==> config.mk <==
export PLATFORM = sky130hd
export DESIGN_NAME = uit_timer
export DESIGN_NICKNAME = d
export VERILOG_FILES = /design/src/logic/uit_pkg.sv /design/src/logic/uit_timer.sv
export VERILOG_INCLUDE_DIRS = /design/src /design/src/logic
export SDC_FILE = /design/constraint.sdc
export NUM_CORES = 1
export LEC_CHECK = 0
export ABC_CLOCK_PERIOD_IN_PS = 3000
export BUFFER_PORTS_ARGS = -buffer_cell sky130_fd_sc_hd__buf_2
export CORE_MARGIN = 2
export CORE_UTILIZATION = 41
export CTS_CLUSTER_SIZE = 16
export DETAILED_ROUTE_END_ITERATION = 7
export GPL_ROUTABILITY_DRIVEN = 0
export PLACE_DENSITY = 0.65
export SYNTH_ARGS = -nofsm -noshare
export SYNTH_HDL_FRONTEND = slang
export SYNTH_SLANG_ARGS = --single-unit
==> constraint.sdc <==
create_clock -name aclk -period 3 [get_ports aclk]
set_clock_uncertainty 0.2 [all_clocks]
set_input_delay 0.3 -clock aclk [delete_from_list [all_inputs] [get_ports aclk]]
set_output_delay 0.3 -clock aclk [all_outputs]
set_load 0.01 [all_outputs]
==> src/logic/uit_map.svh <==
// How it works
// - Device code 54 octal; interrupt mask bit 4 gates the interrupt request.
// - Start pulse sets busy, clears done, arming one overflow interrupt.
// - Armed overflow clears busy, sets done, requests interrupt unless masked or inhibited by bus I/O reset.
// - Clear pulse clears busy and done; no more timer interrupts until rearmed.
// - Sample, direct load and zero act only on the auxiliary pulse.
// - Bus I/O reset inhibits timer interrupts, control bits untouched.
// - Bus I/O reset leaves a running counter counting; it may still wrap.
// - Every wrap disables target reply cards until beacon interrogation or bus reset.
// - Auxiliary pulse with sample select 1 copies counter into sample register.
// - Data-in-A returns sample when sample select 1, else preset.
// - Data-out-A write loads the preset register.
// - Data-in-C returns current control and status bits.
// - External load enable loads counter from preset on each external load without a same-cycle auxiliary pulse.
// - Reload on wrap loads counter from preset at each overflow without a same-cycle auxiliary pulse.
// - Stop on overflow halts counting at overflow.
// - Run/halt bit: 0 counts, 1 holds the counter stopped.
`ifndef UIT_MAP_SVH
`define UIT_MAP_SVH
`define UIT_OFF_PRESET 8'h00
`define UIT_OFF_CTRL 8'h04
`define UIT_OFF_CMD 8'h08
`define UIT_OFF_COUNT 8'h0c
`define UIT_OFF_MASK 8'h10
`define UIT_OFF_ID 8'h14
`define UIT_B_EXT 0
`define UIT_B_RELOAD 1
`define UIT_B_STOPW 2
`define UIT_B_SEL 3
`define UIT_B_LOAD 4
`define UIT_B_ZERO 5
`define UIT_B_RUNH 6
`define UIT_B_BUSY 7
`define UIT_B_DONE 8
`define UIT_B_START 0
`define UIT_B_CLEAR 1
`define UIT_B_AUX 2
`define UIT_B_BUS_IO_RESET 3
`define UIT_MASK_BIT 4
`define UIT_CTRL_RST 7'h00
`define UIT_DEV_CODE 6'h2c
`define UIT_RESP_OK 2'h0
`define UIT_RESP_ERR 2'h2
`endif

==> src/logic/uit_pkg.sv <==
package uit_pkg;
   typedef logic [1:0] uit_resp_t;
   typedef logic [6:0] uit_ctrl_t;
   typedef logic [7:0] uit_addr_t;
   typedef logic [31:0] uit_word_t;
endpackage

==> src/logic/uit_timer.sv <==
`timescale 1ns/1ps
`include "uit_map.svh"
module uit_timer #(
   parameter int CNT_W = 16
) (
   input wire logic aclk,
   input wire logic aresetn,
   input wire logic ce,
   input wire logic timer_tick,
   input wire logic ext_load,
   input wire logic beacon_interrogation,
   input wire logic s_axi_awvalid,
   output logic s_axi_awready,
   input wire uit_pkg::uit_addr_t s_axi_awaddr,
   input wire logic [2:0] s_axi_awprot,
   input wire logic s_axi_wvalid,
   output logic s_axi_wready,
   input wire uit_pkg::uit_word_t s_axi_wdata,
   input wire logic [3:0] s_axi_wstrb,
   output logic s_axi_bvalid,
   input wire logic s_axi_bready,
   output uit_pkg::uit_resp_t s_axi_bresp,
   input wire logic s_axi_arvalid,
   output logic s_axi_arready,
   input wire uit_pkg::uit_addr_t s_axi_araddr,
   input wire logic [2:0] s_axi_arprot,
   output logic s_axi_rvalid,
   input wire logic s_axi_rready,
   output uit_pkg::uit_word_t s_axi_rdata,
   output uit_pkg::uit_resp_t s_axi_rresp,
   output logic int_req,
   output logic reply_disable
);
   import uit_pkg::*;

   // Byte-lane merge of a write into an old word
   function automatic uit_word_t merge(input uit_word_t old, input uit_word_t nw,
                                       input logic [3:0] be);
      uit_word_t m;
      m = old;
      for (int i = 0; i < 4; i++) begin
         if (be[i]) begin
            m[i*8 +: 8] = nw[i*8 +: 8];
         end
      end
      return m;
   endfunction

   function automatic logic mapped(input uit_addr_t a);
      return a == `UIT_OFF_PRESET || a == `UIT_OFF_CTRL || a == `UIT_OFF_CMD ||
             a == `UIT_OFF_COUNT || a == `UIT_OFF_MASK || a == `UIT_OFF_ID;
   endfunction

   ////////////////////////////////////////////////////////////////////////////////
   // Bus handshake state
   logic aw_have_r, aw_have_nxt, w_have_r, w_have_nxt;
   uit_addr_t awaddr_r, awaddr_nxt;
   uit_word_t wdata_r, wdata_nxt;
   logic [3:0] wstrb_r, wstrb_nxt;
   logic bvalid_r, bvalid_nxt, arready_r, arready_nxt, rvalid_r, rvalid_nxt;
   uit_resp_t bresp_r, bresp_nxt, rresp_r, rresp_nxt;
   uit_word_t rdata_r, rdata_nxt, rd_word;
   logic wr_go, ar_fire;

   // Timer state
   logic [CNT_W-1:0] cnt_r, cnt_nxt, preset_r, preset_nxt, sample_r, sample_nxt;
   uit_ctrl_t ctrl_r, ctrl_nxt;
   logic busy_r, busy_nxt, done_r, done_nxt, inhibit_r, inhibit_nxt;
   logic [15:0] mask_r, mask_nxt;
   logic int_r, int_nxt, rdis_r, rdis_nxt;
   logic wr_preset, wr_ctrl, wr_cmd, wr_mask;
   logic cmd_start, cmd_clear, cmd_aux, cmd_bus_io_reset, running, ovf;
   uit_word_t cmd_word, ctrl_word;

   assign wr_go = aw_have_r && w_have_r && !bvalid_r;
   assign ar_fire = s_axi_arvalid && arready_r;

   always_comb begin
      aw_have_nxt = aw_have_r;
      awaddr_nxt = awaddr_r;
      w_have_nxt = w_have_r;
      wdata_nxt = wdata_r;
      wstrb_nxt = wstrb_r;
      bvalid_nxt = bvalid_r;
      bresp_nxt = bresp_r;
      arready_nxt = arready_r;
      rvalid_nxt = rvalid_r;
      rdata_nxt = rdata_r;
      rresp_nxt = rresp_r;
      if (s_axi_awvalid && !aw_have_r) begin
         aw_have_nxt = 1'b1;
         awaddr_nxt = s_axi_awaddr;
      end
      if (s_axi_wvalid && !w_have_r) begin
         w_have_nxt = 1'b1;
         wdata_nxt = s_axi_wdata;
         wstrb_nxt = s_axi_wstrb;
      end
      if (wr_go) begin
         aw_have_nxt = 1'b0;
         w_have_nxt = 1'b0;
         bvalid_nxt = 1'b1;
         bresp_nxt = mapped(awaddr_r) ? `UIT_RESP_OK : `UIT_RESP_ERR;
      end else if (bvalid_r && s_axi_bready) begin
         bvalid_nxt = 1'b0;
      end
      if (ar_fire) begin
         arready_nxt = 1'b0;
         rvalid_nxt = 1'b1;
         rdata_nxt = rd_word;
         rresp_nxt = mapped(s_axi_araddr) ? `UIT_RESP_OK : `UIT_RESP_ERR;
      end else if (rvalid_r && s_axi_rready) begin
         rvalid_nxt = 1'b0;
         arready_nxt = 1'b1;
      end
   end

   always_ff @(posedge aclk) begin
      if (!aresetn) begin
         aw_have_r <= 1'b0;
         awaddr_r <= '0;
         w_have_r <= 1'b0;
         wdata_r <= '0;
         wstrb_r <= '0;
         bvalid_r <= 1'b0;
         bresp_r <= `UIT_RESP_OK;
         arready_r <= 1'b1;
         rvalid_r <= 1'b0;
         rdata_r <= '0;
         rresp_r <= `UIT_RESP_OK;
      end else if (ce) begin
         aw_have_r <= aw_have_nxt;
         awaddr_r <= awaddr_nxt;
         w_have_r <= w_have_nxt;
         wdata_r <= wdata_nxt;
         wstrb_r <= wstrb_nxt;
         bvalid_r <= bvalid_nxt;
         bresp_r <= bresp_nxt;
         arready_r <= arready_nxt;
         rvalid_r <= rvalid_nxt;
         rdata_r <= rdata_nxt;
         rresp_r <= rresp_nxt;
      end
   end

   // Ready is simply "slot empty", so both stay flop outputs
   assign s_axi_awready = !aw_have_r;
   assign s_axi_wready = !w_have_r;
   assign s_axi_bvalid = bvalid_r;
   assign s_axi_bresp = bresp_r;
   assign s_axi_arready = arready_r;
   assign s_axi_rvalid = rvalid_r;
   assign s_axi_rdata = rdata_r;
   assign s_axi_rresp = rresp_r;

   ////////////////////////////////////////////////////////////////////////////////
   // Register decode and read mux
   assign wr_preset = wr_go && awaddr_r == `UIT_OFF_PRESET;
   assign wr_ctrl = wr_go && awaddr_r == `UIT_OFF_CTRL;
   assign wr_cmd = wr_go && awaddr_r == `UIT_OFF_CMD;
   assign wr_mask = wr_go && awaddr_r == `UIT_OFF_MASK;
   assign cmd_word = merge('0, wdata_r, wstrb_r);
   assign cmd_start = wr_cmd && cmd_word[`UIT_B_START];
   assign cmd_clear = wr_cmd && cmd_word[`UIT_B_CLEAR];
   assign cmd_aux = wr_cmd && cmd_word[`UIT_B_AUX];
   assign cmd_bus_io_reset = wr_cmd && cmd_word[`UIT_B_BUS_IO_RESET];
   assign ctrl_word = {23'h000000, done_r, busy_r, ctrl_r};
   assign running = !ctrl_r[`UIT_B_RUNH];
   assign ovf = running && timer_tick && (&cnt_r);

   always_comb begin
      rd_word = '0;
      case (s_axi_araddr)
         `UIT_OFF_PRESET: rd_word[CNT_W-1:0] = ctrl_r[`UIT_B_SEL] ? sample_r : preset_r;
         `UIT_OFF_CTRL: rd_word = ctrl_word;
         `UIT_OFF_COUNT: rd_word[CNT_W-1:0] = cnt_r;
         `UIT_OFF_MASK: rd_word[15:0] = mask_r;
         `UIT_OFF_ID: rd_word[5:0] = `UIT_DEV_CODE;
         default: rd_word = '0;
      endcase
   end

   ////////////////////////////////////////////////////////////////////////////////
   // Timer core
   always_comb begin
      uit_word_t tmp;
      tmp = '0;
      preset_nxt = preset_r;
      ctrl_nxt = ctrl_r;
      sample_nxt = sample_r;
      cnt_nxt = cnt_r;
      busy_nxt = busy_r;
      done_nxt = done_r;
      inhibit_nxt = inhibit_r;
      mask_nxt = mask_r;
      rdis_nxt = rdis_r;
      if (wr_preset) begin
         tmp = merge({{(32-CNT_W){1'b0}}, preset_r}, wdata_r, wstrb_r);
         preset_nxt = tmp[CNT_W-1:0];
      end
      if (wr_ctrl) begin
         tmp = merge(ctrl_word, wdata_r, wstrb_r);
         ctrl_nxt = tmp[6:0]; // Writing bits alone starts nothing
      end
      if (wr_mask) begin
         tmp = merge({16'h0000, mask_r}, wdata_r, wstrb_r);
         mask_nxt = tmp[15:0];
      end
      // Counter: aux actions, then external load, then counting
      if (cmd_aux) begin
         if (ctrl_r[`UIT_B_SEL]) begin
            sample_nxt = cnt_r;
         end else if (ctrl_r[`UIT_B_ZERO]) begin
            cnt_nxt = '0;
         end else if (ctrl_r[`UIT_B_LOAD]) begin
            cnt_nxt = preset_r;
         end
      end else if (ctrl_r[`UIT_B_EXT] && ext_load) begin
         cnt_nxt = preset_r;
      end else if (ovf) begin
         cnt_nxt = ctrl_r[`UIT_B_RELOAD] ? preset_r : '0;
      end else if (running && timer_tick) begin
         cnt_nxt = cnt_r + 1'b1;
      end
      if (ovf && ctrl_r[`UIT_B_STOPW]) begin // Beats a same-cycle control write
         ctrl_nxt[`UIT_B_RUNH] = 1'b1;
      end
      // Busy/done: clear first, then start, overflow set wins last
      if (cmd_clear) begin
         busy_nxt = 1'b0;
         done_nxt = 1'b0;
      end
      if (cmd_start) begin
         busy_nxt = 1'b1;
         done_nxt = 1'b0;
         inhibit_nxt = 1'b0;
      end
      if (ovf && busy_r) begin
         busy_nxt = 1'b0;
         done_nxt = 1'b1;
      end
      if (cmd_bus_io_reset) begin
         inhibit_nxt = 1'b1;
      end
      // Reply cards: wrap set beats beacon or reset clear
      if (beacon_interrogation || cmd_bus_io_reset) begin
         rdis_nxt = 1'b0;
      end
      if (ovf) begin
         rdis_nxt = 1'b1;
      end
      int_nxt = done_nxt && !inhibit_nxt && !mask_nxt[`UIT_MASK_BIT];
   end

   always_ff @(posedge aclk) begin
      if (!aresetn) begin
         preset_r <= '0;
         ctrl_r <= `UIT_CTRL_RST;
         sample_r <= '0;
         cnt_r <= '0;
         busy_r <= 1'b0;
         done_r <= 1'b0;
         inhibit_r <= 1'b0;
         mask_r <= '0;
         int_r <= 1'b0;
         rdis_r <= 1'b0;
      end else if (ce) begin
         preset_r <= preset_nxt;
         ctrl_r <= ctrl_nxt;
         sample_r <= sample_nxt;
         cnt_r <= cnt_nxt;
         busy_r <= busy_nxt;
         done_r <= done_nxt;
         inhibit_r <= inhibit_nxt;
         mask_r <= mask_nxt;
         int_r <= int_nxt;
         rdis_r <= rdis_nxt;
      end
   end

   assign int_req = int_r;
   assign reply_disable = rdis_r;
endmodule // uit_timer

* After elaboration in Yosys (flattened, before gate mapping)
Index checks and enable logic that the tools add are counted.
Word-level totals: bits in registers 127, input port bits 69, output and inout bits 43, logic and storage cells 146
Operators by class: $add $sub $neg 1, equality and inequality tests 12, muxes and demuxes 39, reduce and logical (&&, ||, !) cells 69
Operators by type and width (number):
- $mux 16 | 9
- $pmux 10 s4 | 1
- $eq 8x4->1 const B | 4
- $eq 8x5->1 const B | 4
- $pmux 6 s5 | 1
- $logic_and 1x1->1 | 22
- $mux 1 | 21
- $reduce_and 3->1 | 7
- $reduce_and 2->1 | 10
- $add 16x1->16 const B | 1
- $eq 8x3->1 const B | 2
- $logic_not 8->1 | 2
- $reduce_and 16->1 | 1
- $mux 7 | 2
- $reduce_bool 2->1 | 7
- $logic_or 1x1->1 | 11
- $mux 5 | 2
- $logic_not 1->1 | 6
- $mux 2 | 2
- $mux 4 | 1
- $reduce_and 4->1 | 1
- $reduce_bool 4->1 | 1
- $ne 3x3->1 const B | 1
- $reduce_bool 3->1 | 1
- $ne 2x2->1 const B | 1

* Logic depth before layout (Yosys ltp)
depth after elaboration 9, depth in mapped cells 8, mapped depth without buffers 7

* Worst setup path after synthesis
No wires, ideal clock.
path type register -> register, from register awaddr_r[4], to register cnt_r[13], library setup time 0.124 ns, arrival 1.907 ns, data required time 2.676 ns, slack 0.770 ns, stages on the path, launching flop included 9, path buffers 2, period minus slack after synthesis 2.230 ns, cells stage by stage dfxtp_1 buf_6 or4_4 nor4_4 and2_1 a21oi_4 buf_6 a22oi_2 o22ai_1
Between the ends: word-level cells in the longest chain between the ends 5, elaborated cells on any way between the ends 8, classes of those cells 3 x eq/ne; 1 x mux; 4 x reduce/logical
RTL lines:
- start: declaration | RTL line uit_timer.sv:57 | uit_addr_t awaddr_r, awaddr_nxt;
- start signal: assignment | RTL line uit_timer.sv:133 | awaddr_r <= awaddr_nxt;
- $eq 8x4->1 (no line) *
- $logic_and 1x1->1 (no line) *
- $logic_and 1x1->1 * | RTL line uit_timer.sv:165 | assign cmd_aux = wr_cmd && cmd_word[`UIT_B_AUX];
- $ne 3x3->1 (no line) (tied with other cells)
- $reduce_and 4->1 (no line)
- end signal: assignment | RTL line uit_timer.sv:271 | cnt_r <= cnt_nxt;
- end: declaration | RTL line uit_timer.sv:66 | logic [CNT_W-1:0] cnt_r, cnt_nxt, preset_r, preset_nxt, sample_r, sample_nxt;
Every way passes the cells marked *; elsewhere a longest branch is shown, timed or not. A chain may end at the register's enable or synchronous reset.

* Worst setup path after layout
from register cnt_r[10], to register cnt_r[7]
Between the ends: word-level cells in the longest chain between the ends 5, elaborated cells on any way between the ends 7, classes of those cells 3 x mux; 4 x reduce/logical
RTL lines:
- $reduce_and 16->1 * | RTL line uit_timer.sv:169 | assign ovf = running && timer_tick && (&cnt_r);
- $logic_and 1x1->1 * | RTL line uit_timer.sv:169
- $mux 16 | RTL line uit_timer.sv:220 | end else if (ovf) begin
- $mux 16 | RTL line uit_timer.sv:218 | end else if (ctrl_r[`UIT_B_EXT] && ext_load) begin
- $mux 16 | RTL line uit_timer.sv:210 | if (cmd_aux) begin
Marked as above.

==> impl_results.html <==
<table>
<tr><th>Metric</th><th>Value</th></tr>
<tr><th colspan="2">Run status</th></tr>
<tr><td>Run status</td><td>complete, no violations</td></tr>
<tr><th colspan="2">Worst setup path</th></tr>
<tr><td>Critical Path Start Type</td><td>register</td></tr>
<tr><td>Capturing element type of the critical path</td><td>register</td></tr>
<tr><td>Standard cell with the maximum stage delay on the critical path</td><td>and3_1</td></tr>
<tr><td>CP cell instances</td><td>nand3_1 -&gt; nor4_1 -&gt; and3_1 -&gt; nor2_2 -&gt; a221oi_1 -&gt; nor2_1</td></tr>
<tr><td>Class of the most critical setup path</td><td>register to register</td></tr>
<tr><td>Crit path arrival time</td><td>2.75 ns</td></tr>
<tr><td>Cell family with the largest share of critical-path delay</td><td>simple AND/OR/NAND/NOR gates</td></tr>
<tr><td>Critical path fanouts, max</td><td>11</td></tr>
<tr><td>Required @ worst endpoint</td><td>3.11 ns</td></tr>
<tr><td>Sum of buffers and inverters on the critical path</td><td>0</td></tr>
<tr><td>Crit path largest cell delay</td><td>0.56 ns</td></tr>
<tr><th colspan="2">Yosys</th></tr>
<tr><td>Portion of the post-synthesis area used by sequential elements</td><td>41.53%</td></tr>
<tr><td>Post-synthesis instance total</td><td>705</td></tr>
<tr><td>Syn Std Cell Area</td><td>6026 um^2</td></tr>
<tr><td>Number of distinct library cells after synthesis</td><td>59</td></tr>
<tr><td>Total of flip-flops plus latches after synthesis</td><td>125</td></tr>
<tr><td>Syn. warnings</td><td>0</td></tr>
<tr><td>Main synth FF type</td><td>dfxtp_1</td></tr>
<tr><td>Share of flip-flops with an asynchronous set or reset after synthesis</td><td>0%</td></tr>
<tr><td>Count of flip-flops with a built-in enable after synthesis</td><td>0</td></tr>
<tr><td>Avg Inst Size Synth</td><td>8.547 um^2</td></tr>
<tr><th colspan="2">STA</th></tr>
<tr><td>Final critical delay including setup and external delays</td><td>2.639 ns</td></tr>
<tr><td>Fmax achieved</td><td>378.9 MHz</td></tr>
<tr><td>RSZ-0062 raised after global routing</td><td>false</td></tr>
<tr><td>Setup tns final</td><td>0 ns</td></tr>
<tr><td>Total of endpoints with negative setup slack in the final report</td><td>0</td></tr>
<tr><td>Transition time of the tightest slew-check pin</td><td>0.6776 ns</td></tr>
<tr><td>Period Utilization, post-route</td><td>87.97%</td></tr>
<tr><td>Slew Viols, Final</td><td>0</td></tr>
<tr><td>Max transition margin</td><td>54.70%</td></tr>
<tr><td>Number of endpoints with negative hold slack in the final report</td><td>0</td></tr>
<tr><th colspan="2">GRT</th></tr>
<tr><td>Wire length of the first global-routing pass</td><td>26060 um</td></tr>
<tr><td>Largest net degree at the start of global routing</td><td>99</td></tr>
<tr><td>Total gr overflow</td><td>0</td></tr>
<tr><td>Initial antenna violation count</td><td>0</td></tr>
<tr><td>Via count of the first global-routing pass</td><td>5107</td></tr>
<tr><td>Global-route total usage across every layer</td><td>20.69%</td></tr>
<tr><th colspan="2">Min path</th></tr>
<tr><td>Hold Crit Class</td><td>primary input to register</td></tr>
<tr><th colspan="2">Place</th></tr>
<tr><td>Estimated wirelength of the detail-placed design</td><td>11370 um</td></tr>
<tr><td>IO Port Bufs</td><td>69</td></tr>
<tr><th colspan="2">Pwr</th></tr>
<tr><td>Static leakage</td><td>2.814 nW</td></tr>
<tr><td>Worst VDD drop</td><td>327.7 uV</td></tr>
<tr><td>Total power</td><td>4.079 mW</td></tr>
<tr><td>Power Dens Cells</td><td>556.6 nW/um^2</td></tr>
<tr><th colspan="2">Detailed routing</th></tr>
<tr><td>Final Routed Wirelength</td><td>16120 um</td></tr>
<tr><td>Detailed-routing iteration count for the pre-antenna-repair pass</td><td>5</td></tr>
<tr><td>Avg Vias per Cell</td><td>5.485</td></tr>
<tr><td>ANT nets after route</td><td>0</td></tr>
<tr><td>Initial drt markers</td><td>399</td></tr>
<tr><td>Routed wire per std cell</td><td>16.33 um</td></tr>
<tr><td>Routed via count</td><td>5414</td></tr>
<tr><td>DRC violations left</td><td>0</td></tr>
<tr><th colspan="2">Floorplan</th></tr>
<tr><td>Die X-Extent</td><td>125.2 um</td></tr>
<tr><td>Die ar.</td><td>15680 um^2</td></tr>
<tr><td>Std-Cell Rows</td><td>44</td></tr>
<tr><td>Height of the die</td><td>125.2 um</td></tr>
<tr><td>Io pins</td><td>112</td></tr>
<tr><td>Core footprint</td><td>14420 um^2</td></tr>
<tr><td>Starting Density</td><td>41.78%</td></tr>
<tr><th colspan="2">Layout</th></tr>
<tr><td>Number of nets in the layout</td><td>863</td></tr>
<tr><td>Final antenna diode count</td><td>0</td></tr>
<tr><td>Layout overhead on the synthesized area</td><td>21.62%</td></tr>
<tr><td>Proportion of layout cells with a drive suffix above 1</td><td>16.56%</td></tr>
<tr><th colspan="2">Clock tree</th></tr>
<tr><td>CTS buffer count</td><td>17</td></tr>
<tr><td>Clock tree from TritonCTS</td><td>done</td></tr>
<tr><td>Cell chosen for the clock root</td><td>clkbuf_16</td></tr>
<tr><td>Clock sinks</td><td>125</td></tr>
<tr><td>Post-CTS Setup Bufs</td><td>0</td></tr>
<tr><td>Latest clock arrival within the worst-skew pair</td><td>0.42 ns</td></tr>
<tr><td>H-tree levels</td><td>4</td></tr>
<tr><td>Clock-pin slew of the registers on the worst-case setup and hold paths</td><td>0.06 ns</td></tr>
<tr><td>Worst-case clock buffer depth</td><td>2</td></tr>
<tr><th colspan="2">Run</th></tr>
<tr><td>Max-cap check violation count</td><td>0</td></tr>
</table>
-- layout make-up --
| type | count | area, um^2 |
|---|---|---|
| Clock buffer | 22 | 474.2 |
| Clock inverter | 7 | 113.9 |
| Fill cell | 1342 | 7096 |
| Inverter | 9 | 33.78 |
| Multi-Input combinational cell | 528 | 3221 |
| Sequential cell | 125 | 2502 |
| Tap cell | 184 | 230.2 |
| Timing Repair Buffer | 112 | 753.2 |
-- cell families (layout without fill, tap and decap cells) --
family	Yosys count	after routing	share of synthesized area [%]
buffers and inverters	69	150	6.084
flip-flops	125	125	41.53
XOR/XNOR	6	6	0.8721
other	1	18	0.06223
AO/OA/AOI/OAI	195	195	23.03
adder cells (fa/ha/maj)	1	1	0.2076
AND/OR/NAND/NOR	268	268	21.45
multiplexers	40	40	6.769
-- through the flow --
step | hold slack, ns | instances | setup slack (ns) | utilization (%) | instance area (um^2)
2_1_floorplan | 0.2273 | 722 | 0.7696 | - | 6090
3_3_place_gp | 0.2331 | 929 | 0.4538 | 44.72 | 6450
3_5_place_dp | 0.2445 | 929 | 0.4120 | 44.72 | 6450
4_1_cts | 0.01195 | 987 | 0.4055 | 50.81 | 7328
5_1_grt | 0.04534 | 987 | 0.1850 | 50.81 | 7328
6_report | 0.01925 | 987 | 0.3610 | 50.81 | 7328
-- flip-flops by register name, summed over array words and instances (netlist names), 7 cells and up --
name	flops
awaddr_r	8
cnt_r	16
ctrl_r	7
mask_r	16
preset_r	16
s_axi_rdata	16
sample_r	16
wdata_r	16
-- path summary, 6_finish.rpt --
check	slack (ns)	cells past startpoint	from	end
worst max-delay path	0.36	6	cnt_r[10]$_SDFFE_PN0P_	cnt_r[7]$_SDFFE_PN0P_
worst min-delay path	0.02	3	s_axi_rready	s_axi_arready$_SDFFE_PN1P_
worst max register to register	0.36	6	cnt_r[10]$_SDFFE_PN0P_	cnt_r[7]$_SDFFE_PN0P_
worst min register to register	0.25	2	sample_r[14]$_SDFFE_PN0P_	sample_r[14]$_SDFFE_PN0P_
-- metal layers --
metal	routed length, um	GRT usage (%)	vias up
met5	0	0	-
met4	415	7.843	0
met3	1117	6.076	30
met2	7409	32.67	207
met1	7177	26.83	2545
li1	-	-	2632
-- layout by cell type (no fill, tap or decap), drive strengths merged, types with 6 or more instances in the layout --
cell type / n
nand2: 144
dfxtp: 125
buf: 83
a21boi: 60
o21ai: 40
mux2i: 34
nor2b: 32
nor2: 32
dlygate4sd3: 29
a21oi: 27
clkbuf: 22
nand3: 19
conb: 18
a22oi: 17
inv: 9
a221oi: 9
a22o: 8
nor3: 8
a221o: 7
and3: 6
mux2: 6
nor4: 6
-- power by group --
part / total [mW] / internal (mW) / switching, mW
sequential: 1.74 / 1.70 / 0.0436
clock: 2.07 / 1.35 / 0.714
combinational: 0.270 / 0.125 / 0.145
-- synthesized netlist by cell type, types with 6 or more instances --
cell	count	area, um^2
a21oi_1	24	120.1
dfxtp_1	125	2502
a22oi_1	15	112.6
nor2b_1	32	200.2
nand3_1	19	95.09
a21boi_1	11	82.58
nor3_1	6	30.03
mux2_2	6	67.56
a22o_1	8	70.07
a21boi_0	49	367.9
nand2_1	144	540.5
a221o_1	7	70.07
nor2_1	31	116.4
o21ai_0	39	195.2
mux2i_1	34	340.3
buf_4	20	150.1
inv_1	9	33.78
and3_1	6	37.54
buf_2	8	40.04
a221oi_1	9	78.83
clkbuf_1	28	105.1
-- repair_timing --
action	in CTS	in global routing
hold buffers	29	0
gates resized for setup	0	0
hold endpoints to repair	29	0
-- worst min-delay path: cells and delay by family --
kind / cells / cell delay, ns
compound gates: 2 / 0.21
buf+inv: 1 / 0.09
(Power assumes the default switching activity.)
